==> src/design/query_rom_pkg.sv <==
// Constants, types and address map for the query database block.
// How it works
// [RQ1] Erase region descriptor: low half is block count minus one, high half is size/256.
// [RQ2] Region one count reads 07 bottom; 3E/7E/FE top by density; region two mirrors.
// [RQ3] Size exponent byte reads 16, 17 or 18 for 32, 64, 128 Mbit.
// [RQ4] The reserved future region descriptor reads four zero bytes always.
// [RQ5] Extended table starts at 39h with signature bytes 50, 52, 49.
// [RQ6] Extended table major and minor versions read ASCII 31 and 33.
// [RQ7] Optional feature word reads E6 03 00 00.
// [RQ8] After-suspend functions byte reads 01: program allowed during erase suspend.
// [RQ9] Block status mask reads 03 00: lock and lock-down bits active.
// [RQ10] Optimum voltages: logic supply 18 in BCD, program supply C0 hex volts.
// [RQ11] One protection field: lock byte at 80h, exponents 3 and 3.
// [RQ12] Page read capability byte reads 03, an eight byte page.
// [RQ13] Four burst configuration fields reading 01, 02, 03 and 07.
// [RQ14] Burst value 07 means continuous; value copies straight into burst length bits.
// [RQ15] Partition region count byte; zero would mean single partition, no fields follow.
// [RQ16] Per partition region: two byte partition count, three concurrency bytes.
// [RQ17] Each block type: endurance in thousands, then bits per cell and ECC flag.
// [RQ18] Each block type: capability byte with page, sync read, sync write bits.
// [RQ19] Second block type of partition region one exists only on bottom parts.
// [RQ20] Zero erase region count inside a partition region means bulk erase.
// [RQ21] Query byte on low data lines; upper data lines read zero.
// [RQ22] Multi-byte fields little-endian, least significant byte at lowest address.
// [RQ23] In query mode each address maps to a build-time constant byte.
package query_rom_pkg;

  // Build-time density codes; orientation comes from TOP_PARAM
  localparam logic [1:0] DENS_32M = 2'h0;
  localparam logic [1:0] DENS_64M = 2'h1;
  localparam logic [1:0] DENS_128M = 2'h2;

  // Register map, word addresses
  localparam logic [7:0] OFS_SIZE_EXP = 8'h27;
  localparam logic [7:0] OFS_IF_WIDTH = 8'h28;
  localparam logic [7:0] OFS_WBUF_EXP = 8'h2A;
  localparam logic [7:0] OFS_ERASE_REGIONS = 8'h2C;
  localparam logic [7:0] OFS_REGION_ONE = 8'h2D;
  localparam logic [7:0] OFS_REGION_TWO = 8'h31;
  localparam logic [7:0] OFS_REGION_RSVD = 8'h35;
  localparam logic [7:0] OFS_EXT_SIG = 8'h39;
  localparam logic [7:0] OFS_EXT_MAJOR = 8'h3C;
  localparam logic [7:0] OFS_EXT_MINOR = 8'h3D;
  localparam logic [7:0] OFS_FEATURES = 8'h3E;
  localparam logic [7:0] OFS_SUSPEND_FN = 8'h42;
  localparam logic [7:0] OFS_BLK_MASK = 8'h43;
  localparam logic [7:0] OFS_VLOGIC_OPT = 8'h45;
  localparam logic [7:0] OFS_VPROG_OPT = 8'h46;
  localparam logic [7:0] OFS_PROT_COUNT = 8'h47;
  localparam logic [7:0] OFS_PROT_ONE = 8'h48;
  localparam logic [7:0] OFS_PAGE_CAP = 8'h4C;
  localparam logic [7:0] OFS_BURST_COUNT = 8'h4D;
  localparam logic [7:0] OFS_BURST_ONE = 8'h4E;
  localparam logic [7:0] OFS_BURST_TWO = 8'h4F;
  localparam logic [7:0] OFS_BURST_THREE = 8'h50;
  localparam logic [7:0] OFS_BURST_FOUR = 8'h51;
  localparam logic [7:0] OFS_PART_REGIONS = 8'h52;
  localparam logic [7:0] OFS_PART_COUNT = 8'h53;
  localparam logic [7:0] OFS_CONC_IN_PART = 8'h55;
  localparam logic [7:0] OFS_CONC_PROG = 8'h56;
  localparam logic [7:0] OFS_CONC_ERASE = 8'h57;
  localparam logic [7:0] OFS_PART_ERASE_RGN = 8'h58;
  localparam logic [7:0] OFS_TYPE1_INFO = 8'h59;
  localparam logic [7:0] OFS_TYPE1_ENDUR = 8'h5D;
  localparam logic [7:0] OFS_TYPE1_CELL = 8'h5F;
  localparam logic [7:0] OFS_TYPE1_CAP = 8'h60;
  localparam logic [7:0] OFS_TYPE2_INFO = 8'h61;
  localparam logic [7:0] OFS_TYPE2_ENDUR = 8'h65;
  localparam logic [7:0] OFS_TYPE2_CELL = 8'h67;
  localparam logic [7:0] OFS_TYPE2_CAP = 8'h68;
  // Second partition region starts here on bottom parts; on top parts it continues here
  localparam logic [7:0] OFS_TAIL_START = 8'h69;
  localparam logic [7:0] OFS_TAIL_END = 8'h76;

  // Fixed values
  localparam logic [7:0] VAL_ZERO = 8'h00;
  localparam logic [7:0] VAL_ONE = 8'h01;
  localparam logic [7:0] VAL_IF_X16 = 8'h01;
  localparam logic [7:0] VAL_ERASE_REGIONS = 8'h02;
  localparam logic [7:0] VAL_SIG_0 = 8'h50;
  localparam logic [7:0] VAL_SIG_1 = 8'h52;
  localparam logic [7:0] VAL_SIG_2 = 8'h49;
  localparam logic [7:0] VAL_EXT_MAJOR = 8'h31;
  localparam logic [7:0] VAL_EXT_MINOR = 8'h33;
  localparam logic [7:0] VAL_FEAT_0 = 8'hE6;
  localparam logic [7:0] VAL_FEAT_1 = 8'h03;
  localparam logic [7:0] VAL_SUSPEND_FN = 8'h01;
  localparam logic [7:0] VAL_BLK_MASK = 8'h03;
  localparam logic [7:0] VAL_VLOGIC_OPT = 8'h18;
  localparam logic [7:0] VAL_VPROG_OPT = 8'hC0;
  localparam logic [7:0] VAL_PROT_COUNT = 8'h01;
  localparam logic [7:0] VAL_PROT_LOCK_LO = 8'h80;
  localparam logic [7:0] VAL_PROT_EXP = 8'h03;
  localparam logic [7:0] VAL_PAGE_CAP = 8'h03;
  localparam logic [7:0] VAL_BURST_COUNT = 8'h04;
  localparam logic [7:0] VAL_BURST_4W = 8'h01;
  localparam logic [7:0] VAL_BURST_8W = 8'h02;
  localparam logic [7:0] VAL_BURST_16W = 8'h03;
  localparam logic [7:0] VAL_BURST_CONT = 8'h07;
  localparam logic [7:0] VAL_PART_REGIONS = 8'h02;
  localparam logic [7:0] VAL_CONC = 8'h11;
  localparam logic [7:0] VAL_PARAM_BLOCKS = 8'h07;
  localparam logic [7:0] VAL_MAIN_SIZE_LO = 8'h00;
  localparam logic [7:0] VAL_MAIN_SIZE_HI = 8'h01;
  localparam logic [7:0] VAL_PARAM_SIZE_LO = 8'h20;
  localparam logic [7:0] VAL_ENDUR_LO = 8'h64;
  localparam logic [7:0] VAL_CELL = 8'h01;
  localparam logic [7:0] VAL_CAP = 8'h03;
  localparam logic [7:0] VAL_BOT_MAIN_IN_PART = 8'h06;
  localparam logic [7:0] VAL_TOP_P2_BLOCKS = 8'h11;
  localparam logic [7:0] VAL_TOP_PART_REGIONS = 8'h01;

  // Host read request and device answer
  typedef struct packed {
    logic valid;
    logic [7:0] addr;
  } query_req_t;

  typedef struct packed {
    logic valid;
    logic [15:0] data;
  } query_rsp_t;

endpackage : query_rom_pkg
==> src/design/flash_query_geometry_rom.sv <==
// Query database: geometry and extended tables as constant bytes.
`timescale 1ns/1ps
module flash_query_geometry_rom #(
  parameter logic [1:0] DENSITY = query_rom_pkg::DENS_32M,
  parameter logic TOP_PARAM = 1'b0
) (
  // Clock and reset
  input wire logic ref_clk,
  input wire logic rst,
  // Mode from command decoder
  input wire logic query_active,
  // Read path
  input wire query_rom_pkg::query_req_t req,
  output query_rom_pkg::query_rsp_t rsp
);
  import query_rom_pkg::*;

  // Density dependent bytes
  function automatic logic [7:0] size_exponent(input logic [1:0] dens);
    case (dens)
      DENS_64M: size_exponent = 8'h17;
      DENS_128M: size_exponent = 8'h18;
      default: size_exponent = 8'h16;
    endcase
  endfunction : size_exponent

  function automatic logic [7:0] main_block_count(input logic [1:0] dens);
    case (dens)
      DENS_64M: main_block_count = 8'h7E;
      DENS_128M: main_block_count = 8'hFE;
      default: main_block_count = 8'h3E;
    endcase
  endfunction : main_block_count

  function automatic logic [7:0] part_count(input logic [1:0] dens);
    case (dens)
      DENS_64M: part_count = 8'h0F;
      DENS_128M: part_count = 8'h1F;
      default: part_count = 8'h07;
    endcase
  endfunction : part_count

  // Bottom-only bytes pick the first argument
  function automatic logic [7:0] by_orient(input logic top, input logic [7:0] bot,
                                           input logic [7:0] tp);
    by_orient = top ? tp : bot;
  endfunction : by_orient

  logic [7:0] byte_d;
  logic [7:0] mbc;
  logic [7:0] pcnt;

  assign mbc = main_block_count(DENSITY);
  assign pcnt = part_count(DENSITY);

  // Address to byte; multi-byte fields keep the low byte at the low address
  always_comb begin // [RQ23] [RQ22]
    byte_d = VAL_ZERO;
    case (req.addr)
      OFS_SIZE_EXP: byte_d = size_exponent(DENSITY); // [RQ3]
      OFS_IF_WIDTH: byte_d = VAL_IF_X16;
      OFS_IF_WIDTH + 8'h01: byte_d = VAL_ZERO;
      OFS_WBUF_EXP: byte_d = VAL_ZERO;
      OFS_WBUF_EXP + 8'h01: byte_d = VAL_ZERO;
      OFS_ERASE_REGIONS: byte_d = VAL_ERASE_REGIONS;
      // Region one: count minus one, then size in 256 byte units
      OFS_REGION_ONE: byte_d = by_orient(TOP_PARAM, VAL_PARAM_BLOCKS, mbc); // [RQ1] [RQ2]
      OFS_REGION_ONE + 8'h01: byte_d = VAL_ZERO; // [RQ1]
      OFS_REGION_ONE + 8'h02: byte_d = by_orient(TOP_PARAM, VAL_PARAM_SIZE_LO,
                                                 VAL_MAIN_SIZE_LO); // [RQ1]
      OFS_REGION_ONE + 8'h03: byte_d = by_orient(TOP_PARAM, VAL_ZERO,
                                                 VAL_MAIN_SIZE_HI); // [RQ1]
      // Region two mirrors region one
      OFS_REGION_TWO: byte_d = by_orient(TOP_PARAM, mbc, VAL_PARAM_BLOCKS); // [RQ2]
      OFS_REGION_TWO + 8'h01: byte_d = VAL_ZERO; // [RQ1]
      OFS_REGION_TWO + 8'h02: byte_d = by_orient(TOP_PARAM, VAL_MAIN_SIZE_LO,
                                                 VAL_PARAM_SIZE_LO); // [RQ1]
      OFS_REGION_TWO + 8'h03: byte_d = by_orient(TOP_PARAM, VAL_MAIN_SIZE_HI,
                                                 VAL_ZERO); // [RQ1]
      OFS_REGION_RSVD, OFS_REGION_RSVD + 8'h01, OFS_REGION_RSVD + 8'h02,
      OFS_REGION_RSVD + 8'h03: byte_d = VAL_ZERO; // [RQ4]
      // Extended table header
      OFS_EXT_SIG: byte_d = VAL_SIG_0; // [RQ5]
      OFS_EXT_SIG + 8'h01: byte_d = VAL_SIG_1; // [RQ5]
      OFS_EXT_SIG + 8'h02: byte_d = VAL_SIG_2; // [RQ5]
      OFS_EXT_MAJOR: byte_d = VAL_EXT_MAJOR; // [RQ6]
      OFS_EXT_MINOR: byte_d = VAL_EXT_MINOR; // [RQ6]
      OFS_FEATURES: byte_d = VAL_FEAT_0; // [RQ7]
      OFS_FEATURES + 8'h01: byte_d = VAL_FEAT_1; // [RQ7]
      OFS_FEATURES + 8'h02, OFS_FEATURES + 8'h03: byte_d = VAL_ZERO; // [RQ7]
      OFS_SUSPEND_FN: byte_d = VAL_SUSPEND_FN; // [RQ8]
      OFS_BLK_MASK: byte_d = VAL_BLK_MASK; // [RQ9]
      OFS_BLK_MASK + 8'h01: byte_d = VAL_ZERO; // [RQ9]
      OFS_VLOGIC_OPT: byte_d = VAL_VLOGIC_OPT; // [RQ10]
      OFS_VPROG_OPT: byte_d = VAL_VPROG_OPT; // [RQ10]
      // Protection field
      OFS_PROT_COUNT: byte_d = VAL_PROT_COUNT; // [RQ11]
      OFS_PROT_ONE: byte_d = VAL_PROT_LOCK_LO; // [RQ11]
      OFS_PROT_ONE + 8'h01: byte_d = VAL_ZERO; // [RQ11]
      OFS_PROT_ONE + 8'h02, OFS_PROT_ONE + 8'h03: byte_d = VAL_PROT_EXP; // [RQ11]
      // Page and burst
      OFS_PAGE_CAP: byte_d = VAL_PAGE_CAP; // [RQ12]
      OFS_BURST_COUNT: byte_d = VAL_BURST_COUNT; // [RQ13]
      OFS_BURST_ONE: byte_d = VAL_BURST_4W; // [RQ13]
      OFS_BURST_TWO: byte_d = VAL_BURST_8W; // [RQ13]
      OFS_BURST_THREE: byte_d = VAL_BURST_16W; // [RQ13]
      // Continuous burst code fits the three length bits as is
      OFS_BURST_FOUR: byte_d = VAL_BURST_CONT; // [RQ13] [RQ14]
      // Partition region one; non-zero count so fields follow
      OFS_PART_REGIONS: byte_d = VAL_PART_REGIONS; // [RQ15]
      OFS_PART_COUNT: byte_d = by_orient(TOP_PARAM, VAL_ONE, pcnt); // [RQ16]
      OFS_PART_COUNT + 8'h01: byte_d = VAL_ZERO; // [RQ16]
      OFS_CONC_IN_PART: byte_d = VAL_CONC; // [RQ16]
      OFS_CONC_PROG: byte_d = VAL_ZERO; // [RQ16]
      OFS_CONC_ERASE: byte_d = VAL_ZERO; // [RQ16]
      // Non-zero, so this region is blocked rather than bulk erased
      OFS_PART_ERASE_RGN: byte_d = by_orient(TOP_PARAM, VAL_ERASE_REGIONS,
                                             VAL_ONE); // [RQ20]
      OFS_TYPE1_INFO: byte_d = VAL_PARAM_BLOCKS; // [RQ1]
      OFS_TYPE1_INFO + 8'h01: byte_d = VAL_ZERO; // [RQ1]
      OFS_TYPE1_INFO + 8'h02: byte_d = by_orient(TOP_PARAM, VAL_PARAM_SIZE_LO,
                                                 VAL_MAIN_SIZE_LO); // [RQ1]
      OFS_TYPE1_INFO + 8'h03: byte_d = by_orient(TOP_PARAM, VAL_ZERO,
                                                 VAL_MAIN_SIZE_HI); // [RQ1]
      OFS_TYPE1_ENDUR: byte_d = VAL_ENDUR_LO; // [RQ17]
      OFS_TYPE1_ENDUR + 8'h01: byte_d = VAL_ZERO; // [RQ17]
      OFS_TYPE1_CELL: byte_d = VAL_CELL; // [RQ17]
      OFS_TYPE1_CAP: byte_d = VAL_CAP; // [RQ18]
      // Bottom parts carry a second block type here; top parts begin region two
      OFS_TYPE2_INFO: byte_d = by_orient(TOP_PARAM, VAL_BOT_MAIN_IN_PART,
                                         VAL_ONE); // [RQ19]
      OFS_TYPE2_INFO + 8'h01: byte_d = VAL_ZERO; // [RQ19]
      OFS_TYPE2_INFO + 8'h02: byte_d = by_orient(TOP_PARAM, VAL_MAIN_SIZE_LO,
                                                 VAL_TOP_P2_BLOCKS); // [RQ19]
      OFS_TYPE2_INFO + 8'h03: byte_d = by_orient(TOP_PARAM, VAL_MAIN_SIZE_HI,
                                                 VAL_ZERO); // [RQ19]
      OFS_TYPE2_ENDUR: byte_d = by_orient(TOP_PARAM, VAL_ENDUR_LO, VAL_ZERO); // [RQ19]
      OFS_TYPE2_ENDUR + 8'h01: byte_d = by_orient(TOP_PARAM, VAL_ZERO,
                                                  VAL_ERASE_REGIONS); // [RQ19]
      OFS_TYPE2_CELL: byte_d = by_orient(TOP_PARAM, VAL_CELL,
                                         VAL_BOT_MAIN_IN_PART); // [RQ19] [RQ17]
      OFS_TYPE2_CAP: byte_d = by_orient(TOP_PARAM, VAL_CAP, VAL_ZERO); // [RQ19] [RQ18]
      // Remaining partition region descriptors
      OFS_TAIL_START: byte_d = by_orient(TOP_PARAM, pcnt, VAL_ZERO); // [RQ16]
      8'h6A: byte_d = by_orient(TOP_PARAM, VAL_ZERO, VAL_ONE);
      8'h6B: byte_d = by_orient(TOP_PARAM, VAL_CONC, VAL_ENDUR_LO);
      8'h6C: byte_d = VAL_ZERO;
      8'h6D: byte_d = by_orient(TOP_PARAM, VAL_ZERO, VAL_ONE);
      8'h6E: byte_d = by_orient(TOP_PARAM, VAL_ONE, VAL_CAP);
      8'h6F: byte_d = VAL_PARAM_BLOCKS;
      8'h70: byte_d = VAL_ZERO;
      8'h71: byte_d = by_orient(TOP_PARAM, VAL_ZERO, VAL_PARAM_SIZE_LO);
      8'h72: byte_d = by_orient(TOP_PARAM, VAL_ONE, VAL_ZERO);
      8'h73: byte_d = VAL_ENDUR_LO;
      8'h74: byte_d = VAL_ZERO;
      8'h75: byte_d = VAL_CELL;
      OFS_TAIL_END: byte_d = VAL_CAP;
      // Outside this table the byte reads zero
      default: byte_d = VAL_ZERO;
    endcase
  end

  // Answer one cycle after a query-mode read; data held until the next
  logic rsp_valid_q;
  logic [7:0] rsp_byte_q;

  always_ff @(posedge ref_clk or posedge rst) begin
    if (rst) begin
      rsp_valid_q <= 1'b0;
    end else begin
      rsp_valid_q <= req.valid && query_active; // [RQ23]
    end
  end

  always_ff @(posedge ref_clk or posedge rst) begin
    if (rst) begin
      rsp_byte_q <= VAL_ZERO;
    end else if (req.valid && query_active) begin
      rsp_byte_q <= byte_d;
    end
  end

  // Upper lane hard zero, so no stray bits on wide hosts
  assign rsp = '{valid: rsp_valid_q, data: {VAL_ZERO, rsp_byte_q}}; // [RQ21]

  chk_upper_lane_zero: assert property (@(posedge ref_clk) disable iff (rst) // [RQ21]
    rsp.valid |-> rsp.data[15:8] == 8'h00)
    else $error("upper data byte not zero");

  chk_answer_next_cycle: assert property (@(posedge ref_clk) disable iff (rst) // [RQ23]
    (req.valid && query_active) |=> rsp.valid ##1 (!rsp.valid || $past(req.valid)))
    else $error("query read not answered next cycle");

  chk_no_query_silent: assert property (@(posedge ref_clk) disable iff (rst) // [RQ23]
    !(req.valid && query_active) |=> !rsp.valid)
    else $error("answer without query read");

  chk_size_exponent: assert property (@(posedge ref_clk) disable iff (rst) // [RQ3]
    (req.valid && query_active && req.addr == 8'h27) |=>
      rsp.data[7:0] == (DENSITY == DENS_128M ? 8'h18 : DENSITY == DENS_64M ? 8'h17 : 8'h16))
    else $error("size exponent wrong");

  chk_region_one_count: assert property (@(posedge ref_clk) disable iff (rst) // [RQ2]
    (req.valid && query_active && req.addr == 8'h2D) |=>
      rsp.data[7:0] == (!TOP_PARAM ? 8'h07 : DENSITY == DENS_128M ? 8'hFE :
                        DENSITY == DENS_64M ? 8'h7E : 8'h3E))
    else $error("region one count wrong");

  chk_reserved_region: assert property (@(posedge ref_clk) disable iff (rst) // [RQ4]
    (req.valid && query_active && req.addr >= 8'h35 && req.addr <= 8'h38) |=>
      rsp.data == 16'h0000)
    else $error("reserved region byte not zero");

  chk_signature_bytes: assert property (@(posedge ref_clk) disable iff (rst) // [RQ5]
    (req.valid && query_active && req.addr == 8'h39) ##1
      (req.valid && query_active && req.addr == 8'h3A) |=>
      rsp.data[7:0] == 8'h52 && $past(rsp.data[7:0]) == 8'h50)
    else $error("extended signature wrong");

  chk_version_digits: assert property (@(posedge ref_clk) disable iff (rst) // [RQ6]
    (req.valid && query_active && req.addr == 8'h3D) |=> rsp.data[7:0] == 8'h33)
    else $error("minor version wrong");

  chk_feature_low: assert property (@(posedge ref_clk) disable iff (rst) // [RQ7]
    (req.valid && query_active && req.addr == 8'h3E) |=> rsp.data[7:0] == 8'hE6)
    else $error("feature word low byte wrong");

  chk_burst_continuous: assert property (@(posedge ref_clk) disable iff (rst) // [RQ14]
    (req.valid && query_active && req.addr == 8'h51) |=> rsp.data[2:0] == 3'h7)
    else $error("continuous burst code wrong");

  chk_protection_lock: assert property (@(posedge ref_clk) disable iff (rst) // [RQ11]
    (req.valid && query_active && req.addr == 8'h48) |=> rsp.data[7:0] == 8'h80)
    else $error("protection lock address wrong");

endmodule : flash_query_geometry_rom

==> config.mk <==
export PLATFORM = sky130hd
export DESIGN_NAME = flash_query_geometry_rom
export DESIGN_NICKNAME = d
export VERILOG_FILES = /design/src/design/query_rom_pkg.sv /design/src/design/flash_query_geometry_rom.sv
export SDC_FILE = /design/constraint.sdc
export NUM_CORES = 1
export LEC_CHECK = 0
export ABC_CLOCK_PERIOD_IN_PS = 1000
export BUFFER_PORTS_ARGS = -buffer_cell sky130_fd_sc_hd__buf_2
export CORE_ASPECT_RATIO = 0.7
export CORE_MARGIN = 2
export CORE_UTILIZATION = 40
export DETAILED_ROUTE_END_ITERATION = 12
export GPL_ROUTABILITY_DRIVEN = 0
export REMOVE_ABC_BUFFERS = 1
export SLEW_MARGIN = 20
export SYNTH_ARGS = -nofsm -noshare
export SYNTH_HDL_FRONTEND = slang
export SYNTH_SLANG_ARGS = --single-unit
==> constraint.sdc <==
create_clock -name ref_clk -period 1 [get_ports ref_clk]
set_input_delay 0.2 -clock ref_clk [delete_from_list [all_inputs] [get_ports ref_clk]]
set_output_delay 0.2 -clock ref_clk [all_outputs]
set_load 0.02 [all_outputs]
; ---- Yosys cells after proc, flatten, opt, wreduce, memory -nomap -nowiden
; Memories as Yosys holds them, arrays and structs flattened.
; Index checks and enable logic that the tools add are counted.
[op_classes]
mux = 1
reduce_logical = 1
[ops]
columns = operator, n
row1 = two-way mux 8 bit, 1
row2 = logical AND 1 bit, 1
[word_totals]
register_bits = 9
romBits = 1024
out_inout_bits = 17
mem_count = 1
[mem_list]
columns = name, words, width, read_ports, rd_ports_with_merged_regs, write_ports, line
row1 = (no name shown), 128, 8, 1, 0, 0, flash_query_geometry_rom.sv:59  ; case (req.addr)

; ---- Depth between registers and ports, before layout
; Gate-level depths: netlist of run 1.
; An unclocked memory read counts as a cell.
[logic_depth]
word_depth = 2
ltp_mapped = 7

; ---- Worst setup path before layout of run 1
; Ideal clock, no wire load.
[synth_path]
kind = input to register
from = in req[0] (netlist bit)
to = reg rsp_byte_q[0]
setup_ns = 0.124
arrival_time_ns = 1.234
required_ns = 0.876
path_slack_ns = -0.358
cell_stages = 6
n_path_buf = 0
cell_sequence = ha_1 o21ai_0 a21oi_1 o211ai_1 a221oi_2 a211o_1
[synth_between]
elab_chain_cells = 2
[synth_rtl]
columns = element, line
row1 = "start, declared", flash_query_geometry_rom.sv:13  ; input wire query_rom_pkg::query_req_t req,
row2 = memory read (128 x 8 bit), -
row3 = two-way mux 8 bit, flash_query_geometry_rom.sv:59
row4 = "end signal, assigned", flash_query_geometry_rom.sv:179  ; rsp_byte_q <= byte_d;
row5 = "end, declared", flash_query_geometry_rom.sv:165  ; logic [7:0] rsp_byte_q;
; Every way passes these cells.
; A chain may end at the register's enable or synchronous reset.

; ---- Final worst setup path of run 1
[layout_path]
from = in req[1] (netlist bit)
to = reg rsp_byte_q[0]
; The elaborated chain is that of the path after synthesis.

==> results.md, run 1 <==
- Outcome: finished, violations left
- Failing checks: setup timing
- ANT cells: 0
- First-pass GRT wire length: 6.04 mm
- Number of distinct library cell variants in the gate-level netlist after synthesis: 50
- Sequential fraction of design power: 0.270
- IO Port Bufs: 20
- Cell internal pwr: between 900 and 1000 uW
- CTS root buffer: sky130_fd_sc_hd__clkbuf_8
- Dominant combinational cell family by area after synthesis: compound AO/OA/AOI/OAI gates
- Cell type with the largest total area after synthesis: sky130_fd_sc_hd__dfrtp_1
- Min cycle time layout: around 1.2 ns
- Final routed DRC violation total: 0
- Post-synthesis simple-gate area fraction: 0.255
- Post-CTS clock slew at the launch and capture registers of the worst setup and hold paths: roughly 0.050 ns
- Fraction of power spent switching nets: 0.341
- Final setup slack of the worst path: -0.197 ns
- Synthesized area per cell: roughly 8 um^2
- Top cells by count, synth: sky130_fd_sc_hd__nand2_1, sky130_fd_sc_hd__o21ai_0, sky130_fd_sc_hd__buf_4
- Worst clock skew on the final layout: 0 ns
- Critical path data arrival time: approximately 1.3 ns
- Number of antenna violations at the first check in global routing: 0
- Number of H-tree levels: 1
- Endpoint required time on the critical path: between 1 and 1.5 ns
- TritonCTS clock tree: done
- Max-slew violation count: 0
- Worst-case clock buffer depth: 2
- Crit. End Element: register
- Detail-routed net length per standard cell: approximately 15 um
- Share of the synthesized area in the top cell type: 0.185
- All-layer global routing usage: 0.217
- Hold Crit Class: in -> reg
- Total power divided by cell area: around 790 nW/um^2
- Destination of the worst register-to-register timing path: rsp_byte_q[4]$_DFFE_PP0P_
- Largest fanout on the critical path: 4
- Leading post-synthesis cells by cell area: sky130_fd_sc_hd__dfrtp_1, sky130_fd_sc_hd__buf_4, sky130_fd_sc_hd__ha_1, sky130_fd_sc_hd__o21ai_0, sky130_fd_sc_hd__nand2_1
- Static power due to leakage: roughly 0.00087 uW
- Xor and xnor area share after synthesis: 0.00719
- Reported net switching power: roughly 500 uW
- Area of the die: around 3500 um^2
- Register-to-Register Setup Slack: approximately 0.13 ns
- Setup TNS: -0.811 ns
- Origin of the worst min-delay path: req[7]
- Type of element launching the critical path: input port
- CTS buffer count: 3
- Layout cell share with drive strength beyond 1: 0.500
- Yosys reg bits: 9
- Type of the setup path with the least slack: in -> reg
- # nets final: approximately 230
- End of the worst hold path: rsp_byte_q[7]$_DFFE_PP0P_
- Sequential-to-total area share from yosys stat: 0.185
- RR Startpoint: rsp_byte_q[4]$_DFFE_PP0P_
- Unrepaired setup endpoints after global routing: true
- Count of TritonRoute iterations in the first routing pass: 4
- Worst hold margin: roughly 0.3 ns
- Fmax: ~0.84 GHz
- Count of boundary I/O pins: 29
- Worst-skew pair later-pin latency: 0.23 ns
- Number of maximum-capacitance violations: 0
- Area share of fa/ha/maj cells after synthesis: 0.0617
- End-of-flow core utilization: 0.650
- Library cell with the highest instance count after synthesis: sky130_fd_sc_hd__nand2_1
- Final Hold Vio Count: 0
- Largest net degree at the start of global routing: 25
- Horiz. Die Dim: between 60 and 70 um
- Number of enable-type register cells in the synthesized netlist: 0
- Multiplexer share of the synthesized area: 0.0504
- Final total power: ~1500 uW
- Sinks on Clock Net: 9
- Synthesis-to-finish area growth: 51.7%
- Total vias in the final route: 1327
- Async set-reset flop share out of synthesis: 1.00
- FF-to-FF path depth: 3
- HPWL after detailed placement: 2.82 mm
- Placement row count: 16
- Area fraction in compound gates after synthesis: 0.287
- Via count normalized by instance count: roughly 5.5
- Number of endpoints failing setup at the final stage: 7
- Fraction of power consumed by combinational cells: 0.444
- Number of nets with antenna violations after detailed routing: 0
- Floorplan die height: around 50 um
- Via count of the first global-routing pass: approximately 1300
- Core Box Area: roughly 2800 um^2
- Synthesis Warnings: 0
- Synthesized netlist cell count: approximately 150
- Cell depth of the worst min-delay path: 3
- Number of DRC violations after detailed-routing iteration 0: 74
- Post-synth design cell area: 1220 um^2
- Main synth FF type: sky130_fd_sc_hd__dfrtp_1
- Fraction of power consumed by the clock network: 0.287
- Final Routed Wirelength: between 3 and 4 mm
- Fin crit share: 1.20
- Overflow left after global routing: 0
- Pre-CTS setup slack: -0.630 ns
- Worst IR Drop VDD: between 0.4 and 0.5 mV
- Initial Utilization: 0.428
layout by cell type, fill, tap and decap left out, types with 3 or more instances in the layout:
cell type                  count
sky130_fd_sc_hd__a21oi_1       6
sky130_fd_sc_hd__a21oi_2       4
sky130_fd_sc_hd__a31oi_1       3
sky130_fd_sc_hd__buf_2        12
sky130_fd_sc_hd__buf_4        38
sky130_fd_sc_hd__buf_6         7
sky130_fd_sc_hd__clkbuf_8      3
sky130_fd_sc_hd__conb_1        8
sky130_fd_sc_hd__dfrtp_1       9
sky130_fd_sc_hd__ha_4          5
sky130_fd_sc_hd__inv_1         4
sky130_fd_sc_hd__mux2i_1       4
sky130_fd_sc_hd__nand2_1      16
sky130_fd_sc_hd__nand2_2       3
sky130_fd_sc_hd__nand2b_1      3
sky130_fd_sc_hd__nand2b_4      4
sky130_fd_sc_hd__nor2_1        6
sky130_fd_sc_hd__nor2_4        3
sky130_fd_sc_hd__o21ai_0       7
sky130_fd_sc_hd__o21ai_1       9
sky130_fd_sc_hd__o32ai_2       3
layer usage:
layer,vias up,track usage,part of all wire
met5,-,0,0
met4,0,0.0385,0.0043
met3,2,0.0703,0.073
met2,45,0.346,0.46
met1,635,0.292,0.46
li1,645,-,-
logic make-up after synthesis:
family | count (synthesis)
simple gates | 52
compound gates | 51
buf+inv | 26
flops | 9
fa+ha+maj | 6
mux | 6
other cells | 1
xor+xnor | 1
area by class of cell:
| type | instances | area, um^2 |
|---|---|---|
| fillers | 238 | 996 |
| multi-input cells | 124 | 991 |
| repair buffers | 62 | 497 |
| flip-flops and latches | 9 | 225 |
| clock buffers | 4 | 45.0 |
| well taps | 36 | 45.0 |
| inverters | 7 | 43.8 |
critical path, cell delays in order:
cell	delay [ns]
sky130_fd_sc_hd__buf_12	0.11
sky130_fd_sc_hd__buf_6	0.12
sky130_fd_sc_hd__ha_4	0.18
sky130_fd_sc_hd__mux2i_2	0.15
sky130_fd_sc_hd__o21bai_1	0.12
sky130_fd_sc_hd__o211ai_1	0.13
sky130_fd_sc_hd__a221oi_2	0.05
sky130_fd_sc_hd__a211o_1	0.23
per-stage QoR:
stage / instances / cell area, um^2
5_1_grt: 242 / 1850
2_1_floorplan: 140 / 1090
3_5_place_dp: 235 / 1520
3_3_place_gp: 235 / 1520
4_1_cts: 240 / 1760
6_report: 242 / 1850
repair_timing:
item | 4_1_cts | 5_1_grt
gates resized for setup | 50 | 18
endpoints found under the setup margin | 8 | 11
hold endpoints to repair | 9 | 0
hold buffers | 1 | 0
pin swaps | 17 | 10
setup buffers | 0 | 2
registers in the layout, summed over array words and instances, names as in the netlist:
register / cells
rsp_valid_q: 1
rsp_byte_q: 8
how the worst max path moves through the flow:
stage / start / endpoint / slack (ns) / depth (start not counted)
2_1_floorplan: req[0] / rsp_byte_q[0]$_DFFE_PP0P_ / -0.36 / 6
3_3_place_gp: req[0] / rsp_byte_q[0]$_DFFE_PP0P_ / -0.59 / 8
3_5_place_dp: req[0] / rsp_byte_q[7]$_DFFE_PP0P_ / -0.63 / 8
4_1_cts: req[1] / rsp_byte_q[7]$_DFFE_PP0P_ / -0.15 / 8
5_1_grt: req[1] / rsp_byte_q[0]$_DFFE_PP0P_ / -0.21 / 8
6_report: req[1] / rsp_byte_q[0]$_DFFE_PP0P_ / -0.20 / 8
power groups by stage:
stage          registers, uW  clock network, uW  logic [uW]
6_report                 395                419         650
5_1_grt                  397                459         698
2_1_floorplan            423                  0         227
4_1_cts                  394                428         605
3_5_place_dp             399                  0         518
3_3_place_gp             399                  0         511
Note: power is estimated with default switching activity, not from simulation.
==> run 2, diff against run 1 <==
Settings changed: GPL_TIMING_DRIVEN from default to 0, PLACE_DENSITY from default to 0.61.
==> run 2 against run 1 <==
The flow still finishes with violations (setup timing). Routed wire length down 9.7%. Critical path depth stayed put. Critical path type unchanged. First-iteration DRC count grew 16%. Total power shrank 7.9%. Fmax grew 1.8%. Utilization down 10 points. Highest routed layer unchanged.
==> results.md, run 2 (synthesis gave the netlist of run 1 again) <==
- Sinks on Clock Net: 9
- Synthesis-to-finish area growth: 28.3%
- Number of maximum-capacitance violations: 0
- Min cycle time layout: roughly 1.2 ns
- Overflow left after global routing: 0
- Worst hold margin: about 0.26 ns
- Reported net switching power: 468 uW
- Fraction of power consumed by the clock network: 0.305
- Placement row count: 16
- Unrepaired setup endpoints after global routing: true
- Number of antenna violations at the first check in global routing: 0
- RR Startpoint: rsp_byte_q[5]$_DFFE_PP0P_
- Fraction of power consumed by combinational cells: 0.403
- Via count normalized by instance count: between 5 and 6
- Failing checks: setup timing
- Critical path data arrival time: 1.28 ns
- Final setup slack of the worst path: -0.176 ns
- Number of endpoints failing setup at the final stage: 7
- All-layer global routing usage: 0.193
- Worst-skew pair later-pin latency: 0.22 ns
- Area of the die: around 3500 um^2
- Sequential fraction of design power: 0.292
- Detail-routed net length per standard cell: about 16 um
- Type of element launching the critical path: input port
- Total power divided by cell area: ~860 nW/um^2
- Final Hold Vio Count: 0
- Count of boundary I/O pins: 29
- Number of H-tree levels: 1
- Largest fanout on the critical path: 6
- Final routed DRC violation total: 0
- Via count of the first global-routing pass: 1111
- Total vias in the final route: approximately 1200
- Fmax: around 0.85 GHz
- Layout cell share with drive strength beyond 1: 0.384
- Endpoint required time on the critical path: between 1 and 1.5 ns
- Largest net degree at the start of global routing: 31
- ANT cells: 0
- Worst-case clock buffer depth: 2
- First-pass GRT wire length: roughly 5.3 mm
- CTS root buffer: sky130_fd_sc_hd__clkbuf_8
- Largest reg by FF count: rsp_byte_q
- Number of nets with antenna violations after detailed routing: 0
- Horiz. Die Dim: 69.9 um
- IO Port Bufs: 20
- Floorplan die height: approximately 50 um
- Regs by FF count: rsp_byte_q x8, rsp_valid_q x1
- End-of-flow core utilization: 0.549
- TritonCTS clock tree: done
- Number of DRC violations after detailed-routing iteration 0: 86
- Setup TNS: -0.966 ns
- Placed Cells incl. Taps: approximately 200
- Non-filler instance count after layout: ~210
- Hold Crit Class: in -> reg
- Fraction of power spent switching nets: 0.347
- Worst clock skew on the final layout: 0 ns
- Crit. End Element: register
- Max-slew violation count: 0
- Post-CTS clock slew at the launch and capture registers of the worst setup and hold paths: 0.04 ns
- CTS buffer count: 3
- Worst IR Drop VDD: ~0.64 mV
- Core Box Area: approximately 2800 um^2
- Cell internal pwr: roughly 880 uW
- Fin crit share: 1.18
- Count of TritonRoute iterations in the first routing pass: 4
- Final total power: 1350 uW
- Register-to-Register Setup Slack: about 0.20 ns
- Static power due to leakage: between 0.0007 and 0.0008 uW
- HPWL after detailed placement: roughly 2.4 mm
- Final Routed Wirelength: 3.33 mm
- Critical Path Source: req[0]
- Outcome: finished, violations left
- Max FFs per register: 8
- # nets final: ~190
- Type of the setup path with the least slack: in -> reg
- Commonest non-fill, non-tap cells in the layout: sky130_fd_sc_hd__nand2_1, sky130_fd_sc_hd__buf_2, sky130_fd_sc_hd__o21ai_0, sky130_fd_sc_hd__buf_4, sky130_fd_sc_hd__dfrtp_1
- Origin of the worst min-delay path: req[7]
- Initial Utilization: 0.428
run 2: worst paths after layout:
check | end | cells after the start
hold reg to reg | rsp_byte_q[1]$_DFFE_PP0P_ | 1
min in group asynchronous | rsp_byte_q[2]$_DFFE_PP0P_ | 3
max in group asynchronous | rsp_byte_q[6]$_DFFE_PP0P_ | 3
setup reg to reg | rsp_byte_q[5]$_DFFE_PP0P_ | 1
setup / recovery | rsp_byte_q[0]$_DFFE_PP0P_ | 8
hold / removal | rsp_byte_q[7]$_DFFE_PP0P_ | 2
run 2: per-layer routing:
| layer | wire length, um | vias up | global-route usage |
|---|---|---|---|
| li1 | - | 576 | - |
| met1 | 1550 | 563 | 0.270 |
| met2 | 1530 | 48 | 0.305 |
| met3 | 211 | 4 | 0.0522 |
| met4 | 40 | 0 | 0.0321 |
| met5 | 0 | - | 0 |
run 2: repair_timing:
item | 4_1_cts | 5_1_grt
gates resized for setup | 46 | 13
endpoints found under the setup margin | 8 | 8
setup buffers | 5 | 2
hold endpoints to repair | 9 | 0
pin swaps | 5 | 12
hold buffers | 1 | 0
run 2: cell type report:
class | instances | area, um^2
inverters | 7 | 41.3
multi-input cells | 124 | 987
flip-flops and latches | 9 | 225
clock buffers | 4 | 45.0
fillers | 266 | 1280
repair buffers | 28 | 218
well taps | 36 | 45.0
run 2: metrics by stage:
step,setup slack (ns),instance area (um^2)
floorplan,-0.358,1090
global placement,-0.757,1230
detailed placement,-0.785,1230
CTS,-0.174,1500
global route,-0.209,1560
finish,-0.176,1560
run 2: worst max-delay path: stages:
cell	delay, ns
sky130_fd_sc_hd__buf_12	0.11
sky130_fd_sc_hd__inv_8	0.04
sky130_fd_sc_hd__ha_4	0.26
sky130_fd_sc_hd__nand2b_4	0.13
sky130_fd_sc_hd__a21oi_4	0.06
sky130_fd_sc_hd__a31oi_2	0.16
sky130_fd_sc_hd__a221oi_2	0.09
sky130_fd_sc_hd__a211o_1	0.23
run 2: power groups by stage:
| stage | clock, uW | sequential (uW) | combinational, uW |
|---|---|---|---|
| 5_1_grt | 445 | 396 | 586 |
| 2_1_floorplan | 0 | 423 | 227 |
| 4_1_cts | 424 | 394 | 502 |
| 3_5_place_dp | 0 | 399 | 404 |
| 3_3_place_gp | 0 | 398 | 395 |
| 6_report | 412 | 394 | 543 |
